**src/shared/smcfg_regs.vh**
```
`ifndef SMCFG_REGS_VH
`define SMCFG_REGS_VH
// =====================================================================
// Holding register map (register addresses)
`define SMCFG_REG_ALT        16'h0000
`define SMCFG_REG_HEAT       16'h0001
`define SMCFG_REG_RESTART    16'h0002
`define SMCFG_RESTART_MAGIC  16'h3247
// Altitude limits, metres, two's complement
`define SMCFG_ALT_MIN        16'hFF9C
`define SMCFG_ALT_MAX        16'h1388
`define SMCFG_ALT_RESET      16'h0000
// Heater configuration, operating mode in high byte
`define SMCFG_OP_OFF         8'h00
`define SMCFG_OP_AUTO        8'h01
`define SMCFG_OP_TEST        8'h02
`define SMCFG_OP_OFF_HI      8'h03
`define SMCFG_OP_OFF_LO      8'h04
`define SMCFG_PWR_FULL       8'h00
`define SMCFG_PWR_ALT        8'h01
`define SMCFG_HEAT_RESET     16'h0100
// Function codes
`define SMCFG_FC_RD_HOLD     8'h03
`define SMCFG_FC_RD_INPUT    8'h04
`define SMCFG_FC_WR_SINGLE   8'h06
`define SMCFG_FC_RD_EXC      8'h07
`define SMCFG_FC_WR_MULTI    8'h10
`define SMCFG_FC_SLAVE_ID    8'h11
// Exception codes
`define SMCFG_EX_NONE        8'h00
`define SMCFG_EX_FUNC        8'h01
`define SMCFG_EX_ADDR        8'h02
`define SMCFG_EX_VALUE       8'h03
// Addressing
`define SMCFG_ADDR_BCAST     8'h00
`define SMCFG_ADDR_MAX       8'hF7
`define SMCFG_ADDR_MIN       8'h01
// Input register map size and error markers
`define SMCFG_INPUT_REGS     16'h007D
`define SMCFG_ERR_UNSIGNED   16'hFFFF
`define SMCFG_ERR_SIGNED     16'h7FFF
// Serial command mode digits and reply characters
`define SMCFG_DIG_OFF        8'h30
`define SMCFG_DIG_FULL       8'h31
`define SMCFG_DIG_ALT        8'h32
`define SMCFG_ASCII_ZERO     8'h30
`define SMCFG_CHR_FAIL       8'h66
// Line settings
`define SMCFG_BAUD_19200     2'b00
`define SMCFG_BAUD_9600      2'b01
`define SMCFG_BAUD_4800      2'b10
`define SMCFG_PROTO_NATIVE   2'b00
`define SMCFG_PROTO_RTU      2'b01
`define SMCFG_PROTO_ASCII    2'b10
`endif

```
**src/rtl/smcfg_slave.v**
```verilog
`timescale 1ns/1ps
// Operation
// - Mode digit 0 off, 1 auto full, 2 alternating
// - Valid command acked with operation, power digits
// - Invalid mode digit answered with failure letter
// - Modbus RTU or ASCII framing selectable
// - Analog outputs disabled under Modbus
// - Modbus selection presets 19200 baud even parity
// - Line 19200/9600/4800, 8E1 or 8N1
// - Slave address native address clamped 1..247
// - Measurements in input registers, no pairs
// - Every value one 16-bit register
// - Support functions 03, 04, 06, 10
// - Read exception status always returns zero
// - Slave ID answers own address; broadcast is taken but not answered
// - Register 0 altitude, range -100 to 5000
// - Register 1 is power plus 256 times operation
// - Operating mode byte decodes 0 to 4
// - Power byte 0 full, 1 alternating
// - Implausible writes rejected with exception
// - Writing 0x3247 to register 2 resets device
// - Register 2 always reads zero
// - Bad measurement reads 0xFFFF or 32767
`include "smcfg_regs.vh"

module smcfg_slave (
   input  wire        clk,            // System clock, 125 MHz
   input  wire        resetn,         // Async reset, active low
   // Configuration
   input  wire [7:0]  native_addr,    // Native protocol address
   input  wire [1:0]  proto_sel,      // Native, RTU or ASCII
   input  wire        proto_load,     // Pulse: apply proto_sel
   input  wire [1:0]  baud_sel_in,    // Requested baud rate
   input  wire        parity_en_in,   // Requested even parity
   input  wire        line_load,      // Pulse: apply line settings
   input  wire        ext_ctrl,       // External heater control line
   // Serial heater-mode command
   input  wire        cmd_valid,      // Pulse: mode digit present
   input  wire [7:0]  cmd_digit,      // ASCII mode digit
   output reg         rsp_valid,      // Pulse: reply ready
   output reg         rsp_ok,         // Reply is acknowledge form
   output reg  [7:0]  rsp_op_char,    // Operation digit or 'f'
   output reg  [7:0]  rsp_pwr_char,   // Power digit
   // Decoded Modbus request
   input  wire        req_valid,      // Pulse: request present
   input  wire [7:0]  req_slave,      // Addressed slave
   input  wire [7:0]  req_func,       // Function code
   input  wire [15:0] req_reg,        // Register address
   input  wire [15:0] req_data,       // Write data
   // Measurement input registers
   output wire [15:0] meas_index,     // Input register being read
   input  wire [15:0] meas_value,     // Scaled measurement
   input  wire        meas_ok,        // Measurement is valid
   input  wire        meas_signed,    // Measurement is signed
   // Modbus answer
   output reg         ans_valid,      // Pulse: answer ready
   output reg  [7:0]  ans_func,       // Echoed function code
   output reg  [7:0]  ans_exc,        // Exception code, 0 none
   output reg  [15:0] ans_data,       // Answer word
   // State outputs
   output reg  [7:0]  modbus_addr,    // Effective slave address
   output reg  [1:0]  proto,          // Active protocol
   output reg  [1:0]  baud_sel,       // Active baud rate
   output reg         parity_en,      // Even parity on
   output wire        analog_en,      // Analog outputs allowed
   output reg  [15:0] site_altitude,  // Altitude, metres
   output reg  [15:0] heater_config,  // Shared heater configuration
   output reg         heater_on,      // Heater enable
   output reg         heater_alt,     // Alternate elements
   output reg         heater_test,    // Maintenance test mode
   output reg         station_restart // Pulse: full device reset
);

   // ==================================================================
   // Decode helpers
   // Operating byte plausible
   function op_ok;
      input [7:0] op;
      begin
         op_ok = (op <= `SMCFG_OP_OFF_LO);
      end
   endfunction

   // Power byte plausible
   function pwr_ok;
      input [7:0] p;
      begin
         pwr_ok = (p <= `SMCFG_PWR_ALT);
      end
   endfunction

   // Signed altitude within limits
   function alt_ok;
      input [15:0] a;
      begin
         alt_ok = ($signed(a) >= $signed(`SMCFG_ALT_MIN)) &&
                  ($signed(a) <= $signed(`SMCFG_ALT_MAX));
      end
   endfunction

   // ==================================================================
   // Modbus request decode
   wire is_modbus  = (proto != `SMCFG_PROTO_NATIVE);
   wire own_addr   = (req_slave == modbus_addr);
   wire bcast      = (req_slave == `SMCFG_ADDR_BCAST);
   wire is_sid     = (req_func == `SMCFG_FC_SLAVE_ID);
   wire take_req   = req_valid && is_modbus &&
                     (own_addr || (bcast && is_sid));
   wire is_write   = (req_func == `SMCFG_FC_WR_SINGLE) ||
                     (req_func == `SMCFG_FC_WR_MULTI);
   wire hold_hit   = (req_reg <= `SMCFG_REG_RESTART);

   assign meas_index = req_reg;
   assign analog_en  = !is_modbus;

   // Plausibility of a holding write
   reg wr_ok;
   always @* begin
      case (req_reg)
         `SMCFG_REG_ALT:     wr_ok = alt_ok(req_data);
         `SMCFG_REG_HEAT:    wr_ok = op_ok(req_data[15:8]) &&
                                     pwr_ok(req_data[7:0]);
         `SMCFG_REG_RESTART: wr_ok = (req_data == `SMCFG_RESTART_MAGIC);
         default:            wr_ok = 1'b0;
      endcase
   end

   // Answer word and exception for the request
   reg [7:0]  next_exc;
   reg [15:0] next_data;
   always @* begin
      next_exc  = `SMCFG_EX_NONE;
      next_data = 16'h0000;
      case (req_func)
         `SMCFG_FC_RD_HOLD: begin
            if (!hold_hit)
               next_exc = `SMCFG_EX_ADDR;
            else if (req_reg == `SMCFG_REG_ALT)
               next_data = site_altitude;
            else if (req_reg == `SMCFG_REG_HEAT)
               next_data = heater_config;
            else
               next_data = 16'h0000;
         end
         `SMCFG_FC_RD_INPUT: begin
            if (req_reg >= `SMCFG_INPUT_REGS)
               next_exc = `SMCFG_EX_ADDR;
            else if (!meas_ok)
               next_data = meas_signed ? `SMCFG_ERR_SIGNED
                                       : `SMCFG_ERR_UNSIGNED;
            else
               next_data = meas_value;
         end
         `SMCFG_FC_WR_SINGLE, `SMCFG_FC_WR_MULTI: begin
            if (!hold_hit)
               next_exc = `SMCFG_EX_ADDR;
            else if (!wr_ok)
               next_exc = `SMCFG_EX_VALUE;
            else
               next_data = req_data;
         end
         `SMCFG_FC_RD_EXC:  next_data = 16'h0000;
         `SMCFG_FC_SLAVE_ID: next_data = {8'h00, modbus_addr};
         default:           next_exc = `SMCFG_EX_FUNC;
      endcase
   end

   wire do_write = take_req && is_write && hold_hit && wr_ok;

   // ==================================================================
   // Serial command decode
   wire cmd_good = (cmd_digit == `SMCFG_DIG_OFF) ||
                   (cmd_digit == `SMCFG_DIG_FULL) ||
                   (cmd_digit == `SMCFG_DIG_ALT);
   reg [15:0] cmd_heat;
   always @* begin
      case (cmd_digit)
         `SMCFG_DIG_FULL: cmd_heat = {`SMCFG_OP_AUTO, `SMCFG_PWR_FULL};
         `SMCFG_DIG_ALT:  cmd_heat = {`SMCFG_OP_AUTO, `SMCFG_PWR_ALT};
         default:         cmd_heat = {`SMCFG_OP_OFF, `SMCFG_PWR_FULL};
      endcase
   end

   // ==================================================================
   // Configuration state and answers
   always @(posedge clk or negedge resetn) begin
      if (!resetn) begin
         site_altitude   <= `SMCFG_ALT_RESET;
         heater_config   <= `SMCFG_HEAT_RESET;
         station_restart <= 1'b0;
         ans_valid       <= 1'b0;
         ans_func        <= 8'h00;
         ans_exc         <= `SMCFG_EX_NONE;
         ans_data        <= 16'h0000;
         rsp_valid       <= 1'b0;
         rsp_ok          <= 1'b0;
         rsp_op_char     <= 8'h00;
         rsp_pwr_char    <= 8'h00;
         proto           <= `SMCFG_PROTO_NATIVE;
         baud_sel        <= `SMCFG_BAUD_19200;
         parity_en       <= 1'b1;
         modbus_addr     <= `SMCFG_ADDR_MIN;
      end else begin
         station_restart <= 1'b0;
         // Slave address follows the native address
         if (native_addr > `SMCFG_ADDR_MAX)
            modbus_addr <= `SMCFG_ADDR_MAX;
         else if (native_addr == `SMCFG_ADDR_BCAST)
            modbus_addr <= `SMCFG_ADDR_MIN;
         else
            modbus_addr <= native_addr;
         // Protocol and line settings
         if (proto_load) begin
            proto <= proto_sel;
            if (proto_sel != `SMCFG_PROTO_NATIVE) begin
               baud_sel  <= `SMCFG_BAUD_19200;
               parity_en <= 1'b1;
            end
         end else if (line_load) begin
            baud_sel  <= baud_sel_in;
            parity_en <= parity_en_in;
         end
         // Modbus answer; broadcasts get none
         ans_valid <= take_req && own_addr;
         if (take_req) begin
            ans_func <= req_func;
            ans_exc  <= next_exc;
            ans_data <= next_data;
         end
         if (do_write) begin
            if (req_reg == `SMCFG_REG_ALT)
               site_altitude <= req_data;
            else if (req_reg == `SMCFG_REG_HEAT)
               heater_config <= req_data;
            else
               station_restart <= 1'b1;
         end
         // Serial heater command, Modbus write takes priority
         rsp_valid <= cmd_valid;
         if (cmd_valid) begin
            rsp_ok <= cmd_good;
            if (cmd_good) begin
               if (!(do_write && req_reg == `SMCFG_REG_HEAT))
                  heater_config <= cmd_heat;
               rsp_op_char  <= `SMCFG_ASCII_ZERO + cmd_heat[15:8];
               rsp_pwr_char <= `SMCFG_ASCII_ZERO + cmd_heat[7:0];
            end else begin
               rsp_op_char  <= `SMCFG_CHR_FAIL;
               rsp_pwr_char <= 8'h00;
            end
         end
      end
   end

   // ==================================================================
   // Heater drive from the shared configuration
   always @(posedge clk or negedge resetn) begin
      if (!resetn) begin
         heater_on   <= 1'b0;
         heater_alt  <= 1'b0;
         heater_test <= 1'b0;
      end else begin
         heater_alt  <= (heater_config[7:0] == `SMCFG_PWR_ALT);
         heater_test <= (heater_config[15:8] == `SMCFG_OP_TEST);
         case (heater_config[15:8])
            `SMCFG_OP_AUTO:   heater_on <= 1'b1;
            `SMCFG_OP_TEST:   heater_on <= 1'b1;
            `SMCFG_OP_OFF_HI: heater_on <= !ext_ctrl;
            `SMCFG_OP_OFF_LO: heater_on <= ext_ctrl;
            default:          heater_on <= 1'b0;
         endcase
      end
   end

endmodule // smcfg_slave

```
**config.mk**
```make
export PLATFORM = sky130hd
export DESIGN_NAME = smcfg_slave
export DESIGN_NICKNAME = d
export VERILOG_FILES = /design/src/rtl/smcfg_slave.v
export VERILOG_INCLUDE_DIRS = /design/src /design/src/shared
export SDC_FILE = /design/constraint.sdc
export NUM_CORES = 1
export LEC_CHECK = 0
export ABC_AREA = 1
export BUFFER_PORTS_ARGS = -buffer_cell sky130_fd_sc_hd__buf_2
export CAP_MARGIN = 20
export CELL_PAD_IN_SITES_DETAIL_PLACEMENT = 1
export CELL_PAD_IN_SITES_GLOBAL_PLACEMENT = 1
export CORE_MARGIN = 2
export CORE_UTILIZATION = 33
export CTS_BUF_LIST = sky130_fd_sc_hd__clkbuf_8 sky130_fd_sc_hd__clkbuf_16
export DETAILED_ROUTE_END_ITERATION = 8
export HOLD_SLACK_MARGIN = 0.06
export PLACE_DENSITY = 0.82
export REMOVE_ABC_BUFFERS = 1
export SETUP_SLACK_MARGIN = 0.3
export SLEW_MARGIN = 20
export SYNTH_ARGS = -nofsm -noshare
export SYNTH_HDL_FRONTEND = slang
export SYNTH_SLANG_ARGS = --single-unit
```
**constraint.sdc**
```tcl
create_clock -name clk -period 2.1 [get_ports clk]
set_input_delay 0 -clock clk [delete_from_list [all_inputs] [get_ports clk]]
set_output_delay 0 -clock clk [all_outputs]
set_load 0.01 [all_outputs]
```
Yosys cells after proc, flatten, opt, wreduce, memory -nomap -nowiden
Cells that the tools add are included.

Bits in registers: 100. Input port bits: 94. Logic and storage cells: 109. Output and inout port bits: 117.

Muxes and demuxes: 36. $add $sub $neg: 2. Eq/ne operators: 19. Reductions and logical operators: 27. Magnitude comparators: 7.

Operators by type and width (count): 16-bit 2-to-1 mux (14); 16-bit case mux with 4 select lines (1); 8-bit by 3-bit == test with 1-bit output (second input constant) (4); 8-bit 2-to-1 mux (4); 8-bit by 2-bit == test with 1-bit output (second input constant) (3); 8-bit by 6-bit == test with 1-bit output (second input constant) (3); 9-bit case mux with 2 select lines (1); 6-bit by 8-bit adder with 8-bit output (first input constant) (2); 16-bit by 1-bit == test with 1-bit output (second input constant) (1); 16-bit by 14-bit == test with 1-bit output (second input constant) (1); 16-bit by 2-bit == test with 1-bit output (second input constant) (1); 8-bit by 1-bit == test with 1-bit output (second input constant) (2); 8-bit by 5-bit == test with 1-bit output (second input constant) (2); 16-bit by 7-bit >= comparator with 1-bit output (second input constant) (1); 16-bit by 8-bit >= comparator with 1-bit output (second input constant) (1); 16-bit by 14-bit <= comparator with 1-bit output (second input constant) (1); 16-bit by 2-bit <= comparator with 1-bit output (second input constant) (1); 16-bit logical NOT (1); 8-bit logical NOT (2); 2-bit 2-to-1 mux (7); 1-bit logical AND (10); 8-bit == test (1); 8-bit greater-than comparator (second input constant) (1); 8-bit by 1-bit <= comparator with 1-bit output (second input constant) (1); 10 further kinds (25).

Longest topological paths before layout
Gate-level depths: netlist of the first run.

Depth after elaboration: 11. Depth in mapped cells: 14. Depth with buffers taken out: 14.

Worst setup path before layout of the first run
No wires, ideal clock.

Path kind: flip-flop to flip-flop. Start point: reg modbus_addr[0]. End point: reg site_altitude[9]. Data arrival time: 1628 ps. Library setup time: 120 ps. Period minus slack after synthesis: 1749 ps. Stages on the path, launching flop included: 11. Path slack: 351 ps. Required time: 1980 ps. Path buffers: 1. Cell sequence: dfstp_2 -> inv_1 -> nand2_1 -> nand2_1 -> nor2_1 -> nand4_1 -> a21oi_4 -> nand3_4 -> buf_6 -> nand2_2 -> o21ai_2.

Cells in the longest elaborated chain, start to end: 7.

Ends and longest elaborated chain: start: declaration (RTL line smcfg_slave.v:61) `output reg [7:0] modbus_addr,`; start signal: assignment (RTL line smcfg_slave.v:202) `` modbus_addr <= `SMCFG_ADDR_MIN; ``; start signal: assignment (RTL line smcfg_slave.v:207) `` modbus_addr <= `SMCFG_ADDR_MAX; ``; start signal: assignment (RTL line smcfg_slave.v:209) `` modbus_addr <= `SMCFG_ADDR_MIN; ``; 8-bit == test (RTL line smcfg_slave.v:104) `wire own_addr = (req_slave == modbus_addr);`; 1-bit logical OR (RTL line smcfg_slave.v:108) `(own_addr || (bcast && is_sid));`; 1-bit logical AND (RTL line smcfg_slave.v:107) `wire take_req = req_valid && is_modbus &&`; 1-bit logical AND (3 in series) (RTL line smcfg_slave.v:168) `wire do_write = take_req && is_write && hold_hit && wr_ok;`; 2-bit AND reduction (no line); end signal: assignment (RTL line smcfg_slave.v:188) `` site_altitude <= `SMCFG_ALT_RESET; ``; end signal: assignment (RTL line smcfg_slave.v:232) `site_altitude <= req_data;`; end: declaration (RTL line smcfg_slave.v:66) `output reg [15:0] site_altitude,`.

Every way passes these cells. A chain may end at the register's enable or synchronous reset.

Final worst setup path of the first run
Start point: in req_data[7]. End point: reg site_altitude[12].

Cells in the longest elaborated chain, start to end: 5. Elaborated cells between the ends (all ways): 9. Those cells by class: 3 x order compare; 1 x eq/ne; 1 x mux; 4 x reduce/logical.

Ends and longest elaborated chain: start: declaration (RTL line smcfg_slave.v:49) `input wire [15:0] req_data,`; 16-bit by 8-bit >= comparator with 1-bit output (tied with other cells) (RTL line smcfg_slave.v:96) `` alt_ok = ($signed(a) >= $signed(`SMCFG_ALT_MIN)) && ``; 1-bit logical AND (on tied branches) (RTL line smcfg_slave.v:96, smcfg_slave.v:121); 1-bit case mux with 3 select lines * (RTL line smcfg_slave.v:119) `case (req_reg)`; 1-bit logical AND * (RTL line smcfg_slave.v:168); 2-bit AND reduction (no line) *.

Mark *: on every way between the ends. The rest lies on a longest branch, timed or not.

==> flow_summary.rst, run 1 <==
.. list-table::
   :header-rows: 1

   * - Metric
     - Value
   * - Peak ir drop on the vdd network
     - 376.1 uV
   * - Post-layout net count
     - 1,066
   * - Start-to-end type of the worst setup path
     - in -> reg
   * - Number of library cell types mapped by synthesis
     - 37
   * - Final hold vios
     - 0
   * - Required @ worst endpoint
     - 2.34 ns
   * - TritonCTS buffer count
     - 9
   * - Headroom to the max-slew limit
     - 54.29%
   * - Number of cells produced by synthesis
     - ~710
   * - Buffer and inverter count on the worst path
     - 4
   * - Setup slack of the most critical reg-to-reg path
     - 0.12 ns
   * - Post-CTS clock slew at the launch and capture registers of the worst setup and hold paths
     - 0.06 ns
   * - Via count of the first global-routing pass
     - roughly 5,900
   * - Most prevalent standard cell on the critical path
     - sky130_fd_sc_hd__nor2_1
   * - Biggest area contributors in the synthesized netlist
     - sky130_fd_sc_hd__dfrtp_1 (39%), sky130_fd_sc_hd__nand2_1 (17%), sky130_fd_sc_hd__buf_4 (5.5%), sky130_fd_sc_hd__inv_1 (5.4%), sky130_fd_sc_hd__nor2_1 (4.5%)
   * - Worst Setup End Kind
     - flip-flop
   * - Kind of cell adding the most delay to the critical path
     - buffers and inverters
   * - Clock H-tree levels
     - 3
   * - Port Buffers
     - around 200
   * - Slew Viols, Final
     - 0
   * - Standard cell with the maximum stage delay on the critical path
     - sky130_fd_sc_hd__dlygate4sd3_1
   * - Final Setup Violations
     - 0
   * - Cell taking the most area after synthesis
     - sky130_fd_sc_hd__dfrtp_1
   * - Die boundary width
     - about 130 microns
   * - Wire length of the first global-routing pass
     - 30,440 microns
   * - CTS Root Buffer Type
     - sky130_fd_sc_hd__clkbuf_16
   * - Path depth of the worst reg2reg path
     - 11
   * - Crit Reg-Reg Endpoint
     - site_altitude[12]
   * - Worst Hold Launch
     - req_data[6]
   * - Final routed wire length divided by cell count
     - 17.39 microns
   * - RSZ-0062 raised after global routing
     - yes
   * - Die H
     - 128.0 microns
   * - Mapped cell area
     - a little over 5000 sq um
   * - Highest clock frequency the design can meet
     - 0.5008 GHz
   * - Fillcell total
     - 1,930
   * - Worst path arrival time
     - ~2.2 ns
   * - Die ar.
     - 16,380 sq um
   * - Average footprint of a synthesized cell
     - 7.154 sq um
   * - Class of the worst hold path
     - in -> reg
   * - Portion of the post-synthesis area used by sequential elements
     - 40.53%
   * - Antenna violations before repair
     - 0
   * - Final min period
     - 1.997 ns
   * - Pleak
     - between 4 and 5 nW
   * - Final routed wirelength across all metal layers
     - 20,260 microns
   * - Number of vias in the routed layout
     - 5,754
   * - Yosys Warn Count
     - 0
   * - Detail Route Antenna Nets
     - 0
   * - Detailed Routing Iterations Pass 1
     - 4
   * - Antenna Cells
     - 0
   * - Cell depth of the worst hold path
     - 5
   * - Insertion delay of the later-clocked pin in the worst-skew pair
     - about 0.35 ns
   * - Worst reg2reg path startpoint
     - modbus_addr[0]
   * - Outcome
     - finished clean
   * - Cell-by-cell listing of the critical path
     - dlygate4sd3_1 -> buf_2 -> inv_1 -> nand3_1 -> nor2_1 -> nand2_1 -> nor2_1 -> nor2_1 -> nand2_4 -> nand3_4 -> buf_12 -> nand2_2 -> o21ai_2
   * - TritonCTS clock tree
     - built
   * - Worst-Margin Slew
     - 0.6849 ns
   * - Final routed DRC violation total
     - 0
   * - Critical Path Fanout Max
     - 10
   * - Number of standard cells in the layout, taps in and fillers out
     - 1,165
   * - Clock skew
     - 0.01026 ns
   * - Starting utilization of the core area
     - between 30% and 40%
   * - Maximum buffer depth of the clock tree
     - 2
   * - Fraction of layout instances using a drive strength above 1
     - 36.23%
   * - Global route overflow
     - 0
   * - Cell total after placement
     - 1,067
   * - CP Launch Type
     - primary input
   * - Period utilization
     - 95.08%
   * - Global placer's final weighted congestion
     - ~0.86
   * - Largest net degree at the start of global routing
     - 53
   * - Layout area overhead
     - 45.81%
   * - Number of register bits inferred by synthesis
     - 82
   * - Power per cell area
     - 520.3 nW/um^2
   * - Area of the core region
     - 15,090 sq um
   * - Post-DR vias/cell
     - around 4.9
   * - CP max stage delay
     - 0.57 ns
   * - Final HPWL DP
     - 13,950 microns
   * - GRT Overall Usage
     - roughly a quarter
   * - Num ports
     - ~210
   * - Area share of the largest cell type after synthesis
     - 38.97%
   * - Final sum of negative setup slack
     - 0 ns
   * - Count of routing violations after the opening detailed-route iteration
     - approximately 260
   * - CTS sink count
     - 82
   * - Endpoint, Worst Hold
     - ans_data[6]
   * - Count of standard-cell rows
     - 45
   * - Maxcap violations
     - 0
-- timing repair --
| action | 4_1_cts | 5_1_grt |
|---|---|---|
| hold endpoints to repair | 134 | 0 |
| pin swaps | 9 | 19 |
| setup buffers | 8 | 12 |
| hold buffers | 60 | 0 |
| gates resized for setup | 28 | 46 |
| endpoints found under the setup margin | 41 | 59 |
| cloned | 1 | 1 |
-- layer usage --
metal | global-route usage, % | vias up | wire [microns]
met1 | 29.13 | 2762 | 8230
met4 | 10.80 | 0 | 820
met2 | 41.21 | 222 | 10040
met3 | 4.424 | 59 | 1167
met5 | 0 | - | 0
li1 | - | 2711 | -
-- area by class of cell --
type                    instances  area (sq um)  share of cell area [%]
multi-input cells             496          2495                   33.73
flip-flops and latches         82          2058                   27.83
well taps                     188         235.2                   3.181
clock buffers                  11         252.7                   3.417
inverters                      91         351.6                   4.754
clock inverters                 5         30.03                  0.4060
repair buffers                292          1973                   26.68
-- registers in the layout, summed over array words and instances (netlist names) --
name             cells
ans_valid            1
station_restart      1
baud_sel             2
rsp_op_char          4
ans_data            16
heater_alt           1
heater_on            1
rsp_valid            1
proto                2
rsp_pwr_char         1
heater_test          1
heater_config       16
ans_func             8
modbus_addr          8
parity_en            1
ans_exc              2
site_altitude       16
-- synth_stat cells, drive strengths merged --
cell type and n:
a2111oi 1, a21boi 1, a21oi 15, and2 1, and3 3, buf 45, clkbuf 7, clkinv 1
conb 1, dfrtp 79, dfstp 3, inv 90, nand2 246, nand3 53, nand3b 2, nand4 14
nor2 72, nor3 9, nor4 4, o21ai 56, o22a 1, o22ai 1, or2 2, or4 2
-- worst max path at each step --
stage	startpoint	endpoint	slack (ns)	cells after the start
after floorplan	modbus_addr[0]	site_altitude[13]	0.18	10
after global placement	modbus_addr[0]	heater_config[0]	0.1	11
after detailed placement	modbus_addr[0]	heater_config[10]	0.002	11
after CTS	modbus_addr[0]	heater_config[9]	0.16	13
after global routing	proto[0]	site_altitude[12]	0.005	11
final	req_data[7]	site_altitude[12]	0.10	13
-- worst min-delay path: cells and delay by family --
kind | cells | cell delay, ns
AO/OA/AOI/OAI | 1 | 0.06
buffers and inverters | 1 | 0.13
AND/OR/NAND/NOR | 3 | 0.18
-- where the power goes --
group	total, mW	leakage (nW)	internal, mW	switching, mW
clock	1.54	0.143	0.860	0.677
sequential	1.68	1.07	1.64	0.0461
combinational	0.629	2.85	0.278	0.350
total	3.85	4.06	2.77	1.07
-- cell usage in the layout, fill, tap and decap left out, types with 3 or more instances in the layout --
cell type                       Yosys  routed
sky130_fd_sc_hd__a21oi_1           14      13
sky130_fd_sc_hd__and3_1             3       3
sky130_fd_sc_hd__buf_12             0       4
sky130_fd_sc_hd__buf_2              4     196
sky130_fd_sc_hd__buf_4             37      23
sky130_fd_sc_hd__buf_6              4       5
sky130_fd_sc_hd__clkbuf_16          0      10
sky130_fd_sc_hd__conb_1             1      13
sky130_fd_sc_hd__dfrtp_1           79      77
sky130_fd_sc_hd__dfstp_2            3       3
sky130_fd_sc_hd__dlygate4sd3_1      0      60
sky130_fd_sc_hd__inv_1             73      72
sky130_fd_sc_hd__inv_2             17      16
sky130_fd_sc_hd__nand2_1          235     213
sky130_fd_sc_hd__nand2_2            8      22
sky130_fd_sc_hd__nand2_4            3      11
sky130_fd_sc_hd__nand3_1           40      37
sky130_fd_sc_hd__nand3_2           11      14
sky130_fd_sc_hd__nand4_1           14      14
sky130_fd_sc_hd__nor2_1            61      59
sky130_fd_sc_hd__nor2_2             7       7
sky130_fd_sc_hd__nor2_4             4       6
sky130_fd_sc_hd__nor3_1             8       8
sky130_fd_sc_hd__nor4_1             4       4
sky130_fd_sc_hd__o21ai_0           37      25
sky130_fd_sc_hd__o21ai_1            8      16
sky130_fd_sc_hd__o21ai_2           11      15
-- cell families after synthesis --
group	share of synthesized area (%)
buffers and inverters	14.01
other	0.07393
AO/OA/AOI/OAI	8.732
AND/OR/NAND/NOR	36.65
flip-flops	40.53
-- stage by stage --
| step | cell area, sq um | hold WS, ns | setup slack, ns | power, mW | utilization [%] |
|---|---|---|---|---|---|
| after floorplan | 4748 | -0.2956 | 0.1833 | 1.900 | - |
| after global placement | 6107 | -0.03139 | 0.09719 | 2.185 | 40.47 |
| after detailed placement | 6107 | -0.03056 | 0.001780 | 2.200 | 40.47 |
| after CTS | 7169 | 0.06028 | 0.1572 | 3.824 | 47.51 |
| after global routing | 7396 | 0.1095 | 0.005008 | 4.019 | 49.01 |
| final | 7396 | 0.06691 | 0.1033 | 3.848 | 49.01 |
Note: power is estimated with default switching activity, not from simulation.
==> run 2: changes to the inputs <==
- ABC_AREA: 1 -> 0
- CORE_UTILIZATION: 33 -> 35
- PLACE_DENSITY: 0.82 -> 0.83
- clock period: 2.1 -> 2.16 ns (I/O delays scaled with it)
==> flow_summary.rst, run 2 <==
.. list-table::
   :header-rows: 1

   * - Metric
     - Value
   * - Highest clock frequency the design can meet
     - 0.4502 GHz
   * - Top Layer Used
     - met4
   * - Layout area overhead
     - 58.45%
   * - TritonCTS buffer count
     - 9 (unchanged)
   * - Die H
     - 118.5 microns (-7.4%)
   * - Start-to-end type of the worst setup path
     - in -> reg
   * - Antenna violations before repair
     - 2 (+2)
   * - Number of standard cells in the layout, taps in and fillers out
     - 906 (-22%)
   * - GRT Overall Usage
     - 27.97% (+4.0 points)
   * - Outcome
     - finished with violations
   * - Count of routing violations after the opening detailed-route iteration
     - 290 (+12%)
   * - Maximum buffer depth of the clock tree
     - 2 (unchanged)
   * - Final core utilization
     - 57.19% (+8.2 points)
   * - Biggest area contributors in the synthesized netlist
     - sky130_fd_sc_hd__dfrtp_1 (43%), sky130_fd_sc_hd__mux2_2 (6.9%), sky130_fd_sc_hd__buf_4 (5.6%), sky130_fd_sc_hd__o21ai_0 (2.7%), sky130_fd_sc_hd__nand2_1 (2.5%)
   * - Portion of the post-synthesis area used by sequential elements
     - 44.77% (+4.2 points)
   * - Global route overflow
     - 0 (unchanged)
   * - Detailed Routing Iterations Pass 1
     - 5 (+1)
   * - Number of library cell types mapped by synthesis
     - 63 (+70%)
   * - Failing checks
     - negative setup slack
   * - Clock network fraction of design power
     - 39.6% (-0.3 points)
   * - Most common cell after layout, fill and taps aside
     - sky130_fd_sc_hd__buf_2
   * - Via count of the first global-routing pass
     - 5,541 (-6.3%)
   * - Pleak
     - 3.742 nW (-7.9%)
   * - Most numerous cell types in the synthesized netlist
     - sky130_fd_sc_hd__dfrtp_1 (79), sky130_fd_sc_hd__buf_4 (34), sky130_fd_sc_hd__nand2_1 (30), sky130_fd_sc_hd__mux2_2 (28), sky130_fd_sc_hd__o21ai_0 (25)
   * - CTS sink count
     - 82 (unchanged)
   * - Area of the core region
     - 12,720 sq um (-16%)
   * - Routed met3 length
     - 1280 microns (+9.7%)
   * - Critical Path Fanout Max
     - 4 (-6)
   * - WL met1
     - 8191 microns (-0.47%)
   * - Least setup slack across all paths after layout
     - -0.06146 ns (-0.1648 ns)
   * - CP Launch Type
     - primary input
   * - Period utilization
     - 102.8%
   * - TritonCTS clock tree
     - built
   * - Area after detailed placement
     - 5872 sq um (-3.9%)
   * - Post-layout net count
     - 822 (-23%)
   * - Largest net degree at the start of global routing
     - 51 (-3.8%)
   * - Fraction of the mapped netlist area in adder cells
     - 0% (unchanged)
   * - Fraction of layout instances using a drive strength above 1
     - 52.19% (+16 points)
   * - Worst path arrival time
     - 2.46 ns (+0.22 ns)
   * - Synth async-reset ratio
     - 100.0% (unchanged)
   * - Post-DR vias/cell
     - 5.507 (+11%)
   * - Clock skew
     - 0.007326 ns (-0.002933 ns)
   * - Largest family of logic cells by synthesized area
     - simple AND/OR/NAND/NOR gates
   * - Starting utilization of the core area
     - 36.09% (+2.5 points)
   * - Mux contribution to synthesized area
     - 10.98% (+11 points)
   * - Mapped cell area
     - 4592 sq um (-9.5%)
   * - Final Instance Area
     - 7276 sq um (-1.6%)
   * - Die ar.
     - 14,050 sq um (-14%)
   * - Class of the worst hold path
     - in -> reg
   * - Net switching power figure
     - 0.9880 mW (-8.0%)
   * - Average footprint of a synthesized cell
     - 10.34 sq um (+45%)
   * - Worst Setup End Kind
     - flip-flop
   * - Cell total after placement
     - 817 (-23%)
   * - Detail Route Antenna Nets
     - 0 (unchanged)
   * - Slew Viols, Final
     - 0 (unchanged)
   * - Headroom to the max-slew limit
     - 64.95% (+11 points)
   * - Final routed wire length divided by cell count
     - 22.51 microns (+29%)
   * - Final routed wirelength across all metal layers
     - 20,400 microns (+0.67%)
   * - Most frequent cells in the layout
     - sky130_fd_sc_hd__buf_2 (194), sky130_fd_sc_hd__dfrtp_1 (79), sky130_fd_sc_hd__dlygate4sd3_1 (50)
   * - Insertion delay of the later-clocked pin in the worst-skew pair
     - 0.35 ns (about the same)
   * - Number of cells produced by synthesis
     - 444 (-37%)
   * - Wire length of the first global-routing pass
     - 30,480 microns (+0.11%)
   * - Final routed DRC violation total
     - 0 (unchanged)
   * - Met2 wire len
     - 10,350 microns (+3.1%)
   * - Global placer's final weighted congestion
     - 0.8559 (about the same)
   * - Switching share of power
     - 27.04% (-0.86 points)
   * - Port Buffers
     - 197 (unchanged)
   * - Number of register bits inferred by synthesis
     - 82 (unchanged)
   * - Final hold vios
     - 0 (unchanged)
   * - Power per cell area
     - 502.1 nW/um^2 (-3.5%)
   * - Registers with the highest flip-flop counts
     - ans_data x16, heater_config x16, site_altitude x16
   * - Count of standard-cell rows
     - 41 (-8.9%)
   * - Clock H-tree levels
     - 3 (unchanged)
   * - Number of vias in the routed layout
     - 4,989 (-13%)
   * - Post-synthesis compound-gate area fraction
     - 15.75% (+7.0 points)
   * - RSZ-0062 raised after global routing
     - yes
   * - Required @ worst endpoint
     - 2.39 ns (+0.05 ns)
   * - Maxcap violations
     - 0 (unchanged)
   * - Most instantiated flip-flop cell in the synthesis netlist
     - sky130_fd_sc_hd__dfrtp_1
   * - Final min period
     - around 2.2 ns
   * - Worst-Margin Slew
     - 0.5125 ns (-0.1723 ns)
   * - Share of total power in sequential cells
     - 44.0% (+0.3 points)
   * - Cell taking the most area after synthesis
     - sky130_fd_sc_hd__dfrtp_1
   * - Post-synthesis xor/xnor area fraction
     - 1.717% (+1.7 points)
   * - Number of enable-type register cells in the synthesized netlist
     - 0 (unchanged)
   * - Die boundary width
     - 118.5 microns (-7.4%)
   * - CTS Root Buffer Type
     - sky130_fd_sc_hd__clkbuf_16
   * - Final HPWL DP
     - 12,600 microns (-9.7%)
   * - Internal Power
     - 2.665 mW (-3.9%)
   * - Num ports
     - 211 (unchanged)
   * - Yosys Warn Count
     - 0 (unchanged)
   * - Final Setup Violations
     - 14 (+14)
   * - Post-CTS clock slew at the launch and capture registers of the worst setup and hold paths
     - 0.06 ns (about the same)
   * - Peak ir drop on the vdd network
     - 286.0 uV (-24%)
   * - Fraction of power consumed by combinational cells
     - 16.4% (about the same)
   * - Area share of the largest cell type after synthesis
     - 43.05% (+4.1 points)
   * - Basic-gate share of the synthesized area counting and, or, nand and nor cells
     - 18.39% (-18 points)
   * - Most instantiated library cell after synthesis
     - sky130_fd_sc_hd__dfrtp_1
-- run 2: path summary, 6_finish.rpt --
kind | start | end | slack, ns | cells after the start
max reg2reg | modbus_addr[1] | site_altitude[8] | -0.06 | 7
max in group asynchronous | resetn | parity_en | 1.33 | 3
min in group asynchronous | resetn | rsp_op_char[5] | 0.15 | 2
min reg2reg | rsp_op_char[5] | rsp_op_char[5] | 0.47 | 1
max | req_data[1] | site_altitude[8] | -0.06 | 8
min | meas_value[4] | ans_data[4] | 0.06 | 4
-- run 2: timing repair --
action | 4_1_cts | 5_1_grt
pin swaps | 43 | 17
hold buffers | 50 | 0
setup endpoints to repair | 58 | 59
cloned | 4 | 0
endpoints found under the hold margin | 139 | 0
buffers inserted | 15 | 3
resized for setup | 69 | 30
-- run 2: area by class of cell --
| class | instances | area [sq um] |
|---|---|---|
| Antenna cell | 2 | 5.005 |
| Inverter | 10 | 40.04 |
| Timing Repair Buffer | 314 | 2167 |
| Multi-Input combinational cell | 311 | 2522 |
| Clock inverter | 5 | 31.28 |
| Sequential cell | 82 | 2056 |
| Clock buffer | 10 | 239.0 |
| Tap cell | 172 | 215.2 |
| Fill cell | 1436 | 5446 |
-- run 2: cell families after synthesis --
family / count (synthesis)
AND/OR/NAND/NOR: 146
other: 1
XOR/XNOR: 9
AO/OA/AOI/OAI: 100
multiplexers: 43
buffers and inverters: 63
flip-flops: 82
-- run 2: power by group through the flow --
stage	clock network, mW	logic [mW]	registers [mW]
floorplan	0	0.118	1.65
CTS	1.45	0.559	1.61
detailed placement	0	0.443	1.64
finish	1.45	0.597	1.61
global route	1.52	0.638	1.61
global placement	0	0.427	1.63
-- run 2: routing by layer --
| layer | track usage, % | up-vias |
|---|---|---|
| met3 | 4.247 | 51 |
| li1 | - | 2161 |
| met2 | 47.63 | 266 |
| met5 | 0 | - |
| met4 | 14.43 | 0 |
| met1 | 34.16 | 2511 |
-- run 2: per-stage QoR --
step / TNS [ns] / hold WS, ns / total power [mW] / worst slack (ns)
finish: -0.6453 / 0.06428 / 3.653 / -0.06146
CTS: 0 / 0.06209 / 3.620 / 0.004697
global route: -1.487 / 0.09308 / 3.771 / -0.1031
global placement: -7.298 / -0.02017 / 2.060 / -0.2658
detailed placement: -11.88 / -0.01443 / 2.079 / -0.3779
floorplan: -5.782 / -0.2956 / 1.769 / -0.3767
-- run 2: worst max-delay path, cell delays in order --
cell and delay [ns]:
sky130_fd_sc_hd__buf_2 0.11, sky130_fd_sc_hd__or4_4 0.58, sky130_fd_sc_hd__nand4b_1 0.29, sky130_fd_sc_hd__a2111o_1 0.46, sky130_fd_sc_hd__a221o_2 0.44, sky130_fd_sc_hd__buf_12 0.15, sky130_fd_sc_hd__buf_16 0.13, sky130_fd_sc_hd__mux2_4 0.30
